[config.mk]
export PLATFORM = sky130hd
export DESIGN_NAME = adcl_out
export DESIGN_NICKNAME = d
export VERILOG_FILES = /design/src/shared/adcl_pkg.sv /design/src/design/adcl_delay.sv /design/src/design/adcl_sync.sv /design/src/design/adcl_out.sv
export SDC_FILE = /design/constraint.sdc
export NUM_CORES = 2
export LEC_CHECK = 0
export BUFFER_PORTS_ARGS = -buffer_cell sky130_fd_sc_hd__buf_2
export CAP_MARGIN = 40
export CORE_MARGIN = 2
export CORE_UTILIZATION = 50
export DETAILED_ROUTE_END_ITERATION = 8
export GPL_TIMING_DRIVEN = 0
export PLACE_DENSITY = 0.67
export SYNTH_ARGS = -nofsm -noshare
export SYNTH_HDL_FRONTEND = slang
export SYNTH_HIERARCHICAL = 1
export SYNTH_SLANG_ARGS = --single-unit
[constraint.sdc]
create_clock -name MCLK -period 48.8 [get_ports MCLK]
set_input_delay 7.32 -clock MCLK [delete_from_list [all_inputs] [get_ports MCLK]]
set_output_delay 7.32 -clock MCLK [all_outputs]
set_load 0.05 [all_outputs]
[src/shared/adcl_pkg.sv]
// constants for the lvds output and sync block
package adcl_pkg;
  // register offsets
  localparam logic [11:0] OFS_SYNC_CTRL0 = 12'h120;
  localparam logic [11:0] OFS_SYNC_CTRL1 = 12'h121;
  localparam logic [11:0] OFS_SYNC_STAT = 12'h128;
  localparam logic [11:0] OFS_OUT_MODE = 12'h568;
  localparam logic [11:0] OFS_DCO_PHASE = 12'h569;
  localparam logic [11:0] OFS_DRIVE = 12'h56a;
  // output_mode_select fields
  localparam int MODE_LSB = 0;
  localparam int FMT_LSB = 4;
  localparam logic [3:0] MODE_PAR_IL = 4'h1;
  localparam logic [3:0] MODE_PAR_MUX = 4'h3;
  localparam logic [3:0] MODE_BYTE2 = 4'h5;
  localparam logic [3:0] MODE_BYTE4 = 4'h6;
  localparam logic [3:0] MODE_BYTE8 = 4'h7;
  localparam logic [1:0] FMT_OFFSET = 2'h0;
  localparam logic [1:0] FMT_TWOS = 2'h1;
  localparam logic [1:0] FMT_GRAY = 2'h2;
  // sync control fields
  localparam int SYC_EN_BIT = 0;
  localparam int SYC_FALL_BIT = 1;
  localparam int SYC_NEGCLK_BIT = 2;
  localparam int SYC_SKIP_LSB = 0;
  localparam int SYC_CAPT_BIT = 7;
  localparam logic [4:0] SYC_SKIP_MAX = 5'h10;
  // reset values
  localparam logic [7:0] RST_OUT_MODE = 8'h01;
  localparam logic [7:0] RST_ZERO = 8'h00;
  // pipeline latencies in converter clocks
  localparam int SAMPLE_LAT = 33;
  localparam int OVR_LAT = 28;
  // window monitor figures
  localparam logic [3:0] WIN_GOOD = 4'h8;
  localparam logic [3:0] WIN_HOLD_BASE = 4'hf;
endpackage : adcl_pkg

[src/design/adcl_delay.sv]
// fixed-depth pipeline delay line
`timescale 1ns/100ps
`default_nettype none
module adcl_delay #(
  parameter int W = 32,
  parameter int D = 32
) (
  // clock and reset
  input wire logic clk,
  input wire logic rst,
  // data
  input wire logic [W-1:0] din,
  output logic [W-1:0] dout
);
  logic [W-1:0] sr_q [D];

  always_ff @(posedge clk or posedge rst)
  begin
    if (rst)
    begin
      for (int i = 0; i < D; i++) sr_q[i] <= '0;
    end
    else
    begin
      sr_q[0] <= din;
      for (int i = 1; i < D; i++) sr_q[i] <= sr_q[i-1];
    end
  end

  assign dout = sr_q[D-1];
endmodule : adcl_delay
`default_nettype wire

[src/design/adcl_sync.sv]
// sync capture, event skip and setup/hold window monitor
`timescale 1ns/100ps
`default_nettype none
module adcl_sync (
  // clock and reset
  input wire logic clk,
  input wire logic rst,
  // sync pin
  input wire logic sync_in,
  // configuration
  input wire logic enable,
  input wire logic fall_trans,
  input wire logic neg_clk,
  input wire logic [4:0] skip,
  input wire logic rearm,
  // results
  output logic resync,
  output logic captured,
  output logic [3:0] setup,
  output logic [3:0] hold
);
  logic p1_q, p2_q, n1_q, n2_q, prev_q, armed_q, hmon_q;
  logic [3:0] stb_q, hcnt_q;
  logic [4:0] cnt_q;
  localparam logic [3:0] WIN_GOOD_C = adcl_pkg::WIN_GOOD;

  // falling-edge capture path; only the second stage reads it
  always_ff @(negedge clk or posedge rst)
  begin
    if (rst) n1_q <= 1'b0;
    else n1_q <= sync_in;
  end

  always_ff @(posedge clk or posedge rst)
  begin
    if (rst)
    begin
      p1_q <= 1'b0;
      p2_q <= 1'b0;
      n2_q <= 1'b0;
    end
    else
    begin
      p1_q <= sync_in;
      p2_q <= p1_q;
      n2_q <= n1_q;
    end
  end

  wire smp = neg_clk ? n2_q : p2_q;
  wire trans = smp != prev_q;
  wire evt = trans && (fall_trans ? !smp : smp);
  wire fire = evt && enable && armed_q && (cnt_q >= skip);

  always_ff @(posedge clk or posedge rst)
  begin
    if (rst)
    begin
      prev_q <= 1'b0;
      stb_q <= 4'h0;
      cnt_q <= 5'h00;
      armed_q <= 1'b1;
      resync <= 1'b0;
      captured <= 1'b0;
      setup <= 4'h0;
      hold <= 4'h0;
      hmon_q <= 1'b0;
      hcnt_q <= 4'h0;
    end
    else
    begin
      prev_q <= smp;
      stb_q <= trans ? 4'h0 : (stb_q == 4'hf ? stb_q : stb_q + 4'h1);
      resync <= fire;
      if (rearm)
      begin
        armed_q <= 1'b1;
        cnt_q <= 5'h00;
        captured <= 1'b0;
      end
      else if (fire)
      begin
        armed_q <= 1'b0;
        captured <= 1'b1;
        setup <= (stb_q >= WIN_GOOD_C) ? WIN_GOOD_C : stb_q;
        hmon_q <= 1'b1;
        hcnt_q <= 4'h0;
      end
      else if (evt && enable && armed_q)
        cnt_q <= cnt_q + 5'h01;
      // hold side: how long the new level lasted after the edge
      if (hmon_q && !fire)
      begin
        hcnt_q <= hcnt_q + 4'h1;
        if (trans)
        begin
          hold <= adcl_pkg::WIN_HOLD_BASE - hcnt_q;
          hmon_q <= 1'b0;
        end
        else if (hcnt_q == WIN_GOOD_C - 4'h1)
        begin
          hold <= WIN_GOOD_C;
          hmon_q <= 1'b0;
        end
      end
    end
  end

endmodule : adcl_sync
`default_nettype wire

[src/design/adcl_out.sv]
// lvds output formatter, pin mapping and sync top level
`timescale 1ns/100ps
`default_nettype none
// Summary of operation
// - drive current register lowers lvds drive below standard level
// - samples coded offset binary, two's complement or gray
// - power-down puts every digital output into high impedance
// - samples leave 33 clocks after entry, launched on rising edge
// - data clock driven with lanes; its phase set by register
// - overrange shown 28 clocks after it occurs
// - mode register reassigns pin functions, parallel or byte
// - mode 0x1 interleaves both channels on fourteen lanes
// - mode 0x3 puts channel a on upper, b on lower seven lanes
// - modes 0x5, 0x6, 0x7 carry two, four, eight converters bytewise
// - status pin overrange or frame clock; d13 status; d12-d5 byte
// - captured sync event resynchronises divider, converters, monitor link
// - sync event is rising or falling transition, chosen by software
// - sync sampled on rising or falling converter clock edge
// - up to 16 leading sync events ignored; options in two registers
// - setup level before edge in bits 3:0, hold after in 7:4
// - secondary sync control bit 7 shows whether sync input was captured
// - hold 0 with setup 0-7 setup error; 0x8 in either is fine
// - hold 9-f with setup 0 hold error; both zero either error
module adcl_out (
  // clock and reset
  input wire logic MCLK,
  input wire logic RST,
  // register port
  input wire logic [11:0] REG_ADDR,
  input wire logic [7:0] REG_WDATA,
  input wire logic REG_WE,
  output logic [7:0] REG_RDATA,
  // converter samples, two's complement, left justified
  input wire logic [15:0] SAMPLE_A,
  input wire logic [15:0] SAMPLE_B,
  input wire logic OVR_A,
  input wire logic OVR_B,
  // virtual converter words for byte mode
  input wire logic [127:0] VC_DATA,
  input wire logic [7:0] VC_OVR,
  // pins
  input wire logic PWDN,
  input wire logic SYNC_IN,
  // lvds lanes
  output logic DCO_OUT,
  output logic STATUS_OUT,
  output logic [13:0] DATA_OUT,
  output logic OUT_OE,
  output logic [7:0] DRIVE_LEVEL,
  // resynchronisation strobe
  output logic RESYNC
);
  // configuration registers
  logic [7:0] sctl0_q, sctl1_q, mode_q, phase_q, drive_q;
  logic [7:0] rdata_d;
  // pin synchronisers
  logic pd1_q, pd2_q;
  // output pipeline
  logic ph_q;
  logic [3:0] bcnt_q, bcnt_d;
  logic [127:0] frame_q, frame_d;
  logic [7:0] vovr_q;
  logic [13:0] data_q, data_d;
  logic stat_q, stat_d;
  logic oe_q;
  // sync results
  logic sy_capt;
  logic [3:0] sy_setup, sy_hold;
  // delayed samples
  logic [31:0] dly_ab;
  logic [1:0] dly_ovr;

  // number coding of one 16-bit word
  function automatic logic [15:0] fmt_word(input logic [15:0] x, input logic [1:0] code);
    logic [15:0] ob;
    ob = {~x[15], x[14:0]};
    if (code == adcl_pkg::FMT_TWOS) fmt_word = x;
    else if (code == adcl_pkg::FMT_GRAY) fmt_word = ob ^ {1'b0, ob[15:1]};
    else fmt_word = ob;
  endfunction : fmt_word

  // last byte index of a frame for a byte mode
  function automatic logic [3:0] frame_last(input logic [3:0] m);
    if (m == adcl_pkg::MODE_BYTE8) frame_last = 4'hf;
    else if (m == adcl_pkg::MODE_BYTE4) frame_last = 4'h7;
    else frame_last = 4'h3;
  endfunction : frame_last

  // register decode
  wire hit_sctl0 = REG_ADDR == adcl_pkg::OFS_SYNC_CTRL0;
  wire hit_sctl1 = REG_ADDR == adcl_pkg::OFS_SYNC_CTRL1;
  wire hit_sstat = REG_ADDR == adcl_pkg::OFS_SYNC_STAT;
  wire hit_mode = REG_ADDR == adcl_pkg::OFS_OUT_MODE;
  wire hit_phase = REG_ADDR == adcl_pkg::OFS_DCO_PHASE;
  wire hit_drive = REG_ADDR == adcl_pkg::OFS_DRIVE;
  wire wr_sctl0 = REG_WE && hit_sctl0;

  // captured flag shares the secondary control byte; window fields fill sync_window_status
  wire [7:0] sctl1_rd = {sy_capt, sctl1_q[6:0]};
  wire [7:0] sstat_rd = {sy_hold, sy_setup};

  assign rdata_d = hit_sctl0 ? sctl0_q :
                   hit_sctl1 ? sctl1_rd :
                   hit_sstat ? sstat_rd :
                   hit_mode ? mode_q :
                   hit_phase ? phase_q :
                   hit_drive ? drive_q :
                   adcl_pkg::RST_ZERO;

  always_ff @(posedge MCLK or posedge RST)
  begin
    if (RST)
    begin
      sctl0_q <= adcl_pkg::RST_ZERO;
      sctl1_q <= adcl_pkg::RST_ZERO;
      mode_q <= adcl_pkg::RST_OUT_MODE;
      phase_q <= adcl_pkg::RST_ZERO;
      drive_q <= adcl_pkg::RST_ZERO;
      REG_RDATA <= adcl_pkg::RST_ZERO;
    end
    else
    begin
      if (wr_sctl0) sctl0_q <= REG_WDATA;
      if (REG_WE && hit_sctl1) sctl1_q <= {1'b0, REG_WDATA[6:0]};
      if (REG_WE && hit_mode) mode_q <= REG_WDATA;
      if (REG_WE && hit_phase) phase_q <= REG_WDATA;
      if (REG_WE && hit_drive) drive_q <= REG_WDATA;
      REG_RDATA <= rdata_d;
    end
  end

  // register fields
  wire [3:0] mode = mode_q[adcl_pkg::MODE_LSB +: 4];
  wire [1:0] fcode = mode_q[adcl_pkg::FMT_LSB +: 2];
  wire [4:0] skip_raw = sctl1_q[adcl_pkg::SYC_SKIP_LSB +: 5];
  // more than sixteen would be meaningless, so clamp
  wire [4:0] skip = (skip_raw > adcl_pkg::SYC_SKIP_MAX) ? adcl_pkg::SYC_SKIP_MAX : skip_raw;

  // power-down pin is asynchronous to the sample clock
  always_ff @(posedge MCLK or posedge RST)
  begin
    if (RST)
    begin
      pd1_q <= 1'b0;
      pd2_q <= 1'b0;
    end
    else
    begin
      pd1_q <= PWDN;
      pd2_q <= pd1_q;
    end
  end

  // sync capture and window monitor
  adcl_sync u_sync (
    .clk(MCLK),
    .rst(RST),
    .sync_in(SYNC_IN),
    .enable(sctl0_q[adcl_pkg::SYC_EN_BIT]),
    .fall_trans(sctl0_q[adcl_pkg::SYC_FALL_BIT]),
    .neg_clk(sctl0_q[adcl_pkg::SYC_NEGCLK_BIT]),
    .skip(skip),
    .rearm(wr_sctl0),
    .resync(RESYNC),
    .captured(sy_capt),
    .setup(sy_setup),
    .hold(sy_hold)
  );

  // sample pipeline; the output flop makes the launch edge
  adcl_delay #(
    .W(32),
    .D(adcl_pkg::SAMPLE_LAT)
  ) u_smp_dly (
    .clk(MCLK),
    .rst(RST),
    .din({SAMPLE_A, SAMPLE_B}),
    .dout(dly_ab)
  );

  // overrange runs a shorter pipe than the samples
  adcl_delay #(
    .W(2),
    .D(adcl_pkg::OVR_LAT)
  ) u_ovr_dly (
    .clk(MCLK),
    .rst(RST),
    .din({OVR_A, OVR_B}),
    .dout(dly_ovr)
  );

  // coded channel words
  wire [15:0] word_a = fmt_word(dly_ab[31:16], fcode);
  wire [15:0] word_b = fmt_word(dly_ab[15:0], fcode);
  wire ovr_a = dly_ovr[1];
  wire ovr_b = dly_ovr[0];

  // next output half: high phase carries channel b
  wire sel_b = !ph_q;

  // parallel lane contents
  wire [13:0] lanes_il = sel_b ? word_b[15:2] : word_a[15:2];
  wire [13:0] lanes_mux = sel_b ? {word_a[8:2], word_b[8:2]} :
                          {word_a[15:9], word_b[15:9]};
  wire stat_par = sel_b ? ovr_b : ovr_a;

  // byte mode framing
  wire byte_mode = (mode == adcl_pkg::MODE_BYTE2) ||
                   (mode == adcl_pkg::MODE_BYTE4) ||
                   (mode == adcl_pkg::MODE_BYTE8);
  wire [3:0] blast = frame_last(mode);
  wire frame_end = bcnt_q == blast;
  wire [3:0] nconv = 4'((5'(blast) + 5'h01) >> 1);
  wire [6:0] widx = {bcnt_q[3:1], 4'h0};
  wire [15:0] wcur = frame_q[widx +: 16];
  // upper byte first within each converter word
  wire [7:0] bcur = bcnt_q[0] ? wcur[7:0] : wcur[15:8];
  wire vstat = vovr_q[bcnt_q[3:1]];
  wire frame_clock_out = bcnt_q < nconv;

  assign bcnt_d = (!byte_mode || frame_end) ? 4'h0 : bcnt_q + 4'h1;

  // whole frame is latched at once so words never tear mid-frame
  always_comb
  begin
    frame_d = frame_q;
    if (!byte_mode || frame_end)
    begin
      for (int i = 0; i < 8; i++)
        frame_d[i*16 +: 16] = fmt_word(VC_DATA[i*16 +: 16], fcode);
    end
  end

  // pin function selection
  always_comb
  begin
    data_d = 14'h0000;
    stat_d = 1'b0;
    case (mode)
      adcl_pkg::MODE_PAR_IL:
      begin
        data_d = lanes_il;
        stat_d = stat_par;
      end
      adcl_pkg::MODE_PAR_MUX:
      begin
        data_d = lanes_mux;
        stat_d = stat_par;
      end
      adcl_pkg::MODE_BYTE2, adcl_pkg::MODE_BYTE4, adcl_pkg::MODE_BYTE8:
      begin
        data_d = {vstat, bcur, 5'h00};
        stat_d = frame_clock_out;
      end
      default:
      begin
        data_d = 14'h0000;
        stat_d = 1'b0;
      end
    endcase
  end

  // output launch flops, all on the rising edge
  always_ff @(posedge MCLK or posedge RST)
  begin
    if (RST)
    begin
      ph_q <= 1'b0;
      bcnt_q <= 4'h0;
      frame_q <= '0;
      vovr_q <= 8'h00;
      data_q <= 14'h0000;
      stat_q <= 1'b0;
      oe_q <= 1'b0;
    end
    else
    begin
      ph_q <= sel_b;
      bcnt_q <= bcnt_d;
      frame_q <= frame_d;
      if (!byte_mode || frame_end) vovr_q <= VC_OVR;
      data_q <= data_d;
      stat_q <= stat_d;
      oe_q <= !pd2_q;
    end
  end

  // data clock edges line up with lane changes; phase bit flips it
  assign DCO_OUT = ph_q ^ phase_q[0];
  assign DATA_OUT = data_q;
  assign STATUS_OUT = stat_q;
  // pads float while powered down; enables cover every lane
  assign OUT_OE = oe_q;
  assign DRIVE_LEVEL = drive_q;
endmodule : adcl_out
`default_nettype wire

=== Yosys cells after proc, flatten, opt, wreduce, memory -nomap -nowiden ===
Cells that the tools add are included.

* Output and inout bits: 34
* Word-level logic and storage cells: 232
* Register bits: 1348
* Input port bits: 195

* Equality and inequality tests: 20
* Add/subtract/negate cells: 6
* $lt $le $gt $ge: 5
* Mux-type cells: 60
* Shift-type cells: 1
* Reduce and logical (&&, ||, !) cells: 28
* Bitwise operators: 22

{| class="wikitable"
|+ Operators by type and width
! kind !! number
|-
| $mux 16 || 20
|-
| $xor 16x15->16 || 10
|-
| $shiftx 128x8->16 || 1
|-
| $mux 8 || 7
|-
| $pmux 14 s3 || 1
|-
| $mux 4 || 10
|-
| $eq 12x11->1 const B || 3
|-
| $eq 12x9->1 const B || 3
|-
| $mux 14 || 2
|-
| $mux 5 || 4
|-
| $eq 4x3->1 const B || 4
|-
| $mux 1 || 13
|-
| $add 4x1->4 const B || 3
|-
| $not 1->1 || 11
|-
| $logic_and 1x1->1 || 10
|-
| $reduce_and 2->1 || 4
|-
| $reduce_bool 2->1 || 4
|-
| $add 4x1->5 const B || 1
|-
| $add 5x1->5 const B || 1
|-
| $ge 5x5->1 || 1
|-
| $gt 5x5->1 const B || 1
|-
| $logic_not 1->1 || 5
|-
| $eq 4x1->1 const B || 1
|-
| $eq 4x2->1 const B || 1
|-
| 18 further kinds || 21
|}

=== Longest topological paths before layout ===
* Depth in word-level cells: 12
* Mapped depth: 9
* Mapped depth without buffers: 8

=== Cells and area by module ===
The synthesis kept the hierarchy.

{| class="wikitable"
|+ Modules (own cells, without submodules)
! module !! area each (um2) !! instances !! sequential area each (um2) !! cells each
|-
| adcl_delay at u_smp_dly || 26669.3 || 1 || 26425.3 || 1089
|-
| adcl_out || 11457.2 || 1 || 5156.2 || 1162
|-
| adcl_sync || 1485.2 || 1 || 752.0 || 138
|-
| adcl_delay at u_ovr_dly || 1420.1 || 1 || 1401.3 || 59
|}

==> impl_metrics.csv <==
group,metric,value,unit
critical_path,cp_max_fo,10,
critical_path,cp_cell_sequence,"buf_2 > inv_1",
synthesis,avgSynthCellArea,16.3,um^2
global_routing,grt_usage,0.213,
layout,regArea,30400,um^2
clock_tree,numCtsBuffers,113,
critical_path,rrSetupSlack,24.00,ns
timing,fin_tns_setup,0,ns
clock_tree,cts_resized,0,
power,ir_worst_vdd,0.0000404,V
power,power,2.04,mW
routing,postRouteWirelength,79400,um
layout,fill_cells,5451,
layout,area_growth,17.6,%
routing,ant_nets,0,
layout,nets,2870,
clock_tree,clock_latency,0.65,ns
critical_path,worstSetupPathType,"in2async",
die,rows,100,
timing,rsz0062_at_grt,"false",
routing,post_drt_wl_per_cell,21.3,um
clock_tree,cts_setup_buffers,0,
clock_tree,cts.clk_slew.worst_paths,0.06,ns
run_status,status,"finished clean",
die,die_w,279,um
die,io_pins,229,
clock_tree,clockBufferDepth,3,
clock_tree,cts_tree,"built",
routing,viasPerCell,5.00,
critical_path,end_kind,"asynchronous set/reset pin",
die,die_area,77600,um^2
timing,slew_violations,0,
clock_tree,cts_sinks,1216,
timing,final_hold_viol_count,0,
global_routing,grt_pass1_vias,20500,
die,start_util,0.506,
critical_path,crit_arrival,7.90,ns
power,cellPowerDensity,46.1,nW/um^2
critical_path,rr_worst_depth,0,
global_routing,grt_overflow,0,
place,hpwlAfterDp,49200,um
timing,slew_headroom,0.379,
place,port_buffers,224,
flow_run,maxCapViolCount,0,
synthesis,ys.warnings.count,6,
place,place_congestion,0.894,
timing,setup_violations,0,
critical_path,cpMaxStageDelayCell,"inv_1",
routing,first_pass_iters,5,
global_routing,antenna_found_initial,7,
die,core-area,74600,um^2
critical_path,timing.rr.start,"u_sync/n1_q",
layout,multi_input_area,6460,um^2
clock_tree,cts_root_buf,"clkbuf_16",
critical_path,critical_path_buf_inv_count,2,
critical_path,start_kind,"input port",
min_path,hold_class,"reg2reg",
routing,num_vias,18700,
routing,drt_iter0_markers,1156,
layout,drive_above_1_share,0.219,
global_routing,grt_pass1_wl,125000,um
synthesis,syn_nets,2519,
layout,layout_commonest_cell,"dfrtp_1",
clock_tree,hold_buffers,0,
critical_path,worstPathRequired,25.22,ns
critical_path,r2r_end,"u_sync/n2_q",
clock_tree,htree_levels,3,
layout,final_cell_mix,"dfrtp_1, nand2_1, buf_2",
timing,fin_skew,0.0386,ns
global_routing,grt_max_degree,139,
routing,drc,0,
synthesis,synthCells,2312,
critical_path,slowest_delay,0.39,ns
die,die_h,279,um
critical_path,path_depth,2,
timing,max_slew.worst_pin.slew,0.932,ns
power,p_leak,19.8,nW
synthesis,netlist_area,37700,um^2
critical_path,crit_start,"RST",
critical_path,worstSetupEndpoint,"u_sync/n1_q",
critical_path,cpLargestDelayFamily,"buffers and inverters",
metrics by stage:
step	setup WS [ns]	util	std cells	hold slack (ns)	instance area, um^2
after floorplan	15.50	-	2312	0.331	37700
after global placement	9.31	0.537	3505	0.331	40000
after detailed placement	16.65	0.541	3517	0.335	40400
after CTS	17.32	0.594	3725	0.321	44300
after global routing	17.27	0.594	3725	0.324	44300
final	17.32	0.594	3727	0.319	44300
power breakdown:
part           internal [mW]  total (mW)  switching (mW)  leakage, nW
clock                  0.526       0.910           0.384         1.93
combinational         0.0183      0.0559          0.0376         3.54
sequential              1.06        1.08          0.0195         14.3
total                   1.60        2.04           0.441         19.8
state kept, by name (all words and copies together) (netlist names), 5 cells and up:
register        flops
REG_RDATA           8
u_ovr_dly/sr_q     54
sctl0_q             8
u_smp_dly/dout     28
DATA_OUT           14
frame_q           128
sctl1_q             7
phase_q             8
DRIVE_LEVEL         8
mode_q              8
u_smp_dly/sr_q    896
u_sync/cnt_q        5
vovr_q              8
worst min-delay path by stage:
| stage | from | endpoint | slack (ns) | cells after the start |
|---|---|---|---|---|
| after CTS | u_smp_dly/sr_q[231] | u_smp_dly/sr_q[199] | 0.32 | 0 |
| final | u_smp_dly/sr_q[231] | u_smp_dly/sr_q[199] | 0.32 | 0 |
| after global placement | u_smp_dly/sr_q[77] | u_smp_dly/sr_q[45] | 0.33 | 0 |
| after floorplan | pd1_q | pd2_q | 0.33 | 0 |
| after detailed placement | u_ovr_dly/sr_q[26] | u_ovr_dly/sr_q[24] | 0.33 | 0 |
| after global routing | u_smp_dly/sr_q[231] | u_smp_dly/sr_q[199] | 0.32 | 0 |
area by class of cell:
cell class                 instances  share of cell area
clock inverter                    43              0.0137
buffer                           107              0.0166
inverter                          19             0.00195
multi-input combinational        970               0.146
antenna                            2            0.000113
timing repair buffer             236              0.0326
sequential                      1216               0.687
clock buffer                     165              0.0752
tap                              969              0.0274
metal layers:
layer  vias up  wire [um]  track usage
met5         -         20            0
met4         4       1620       0.0509
met3       128       3410       0.0371
met2       425      40300        0.359
met1      9850      34100        0.292
li1       8246          -            -
No activity file was read; power rests on OpenSTA's default activity.
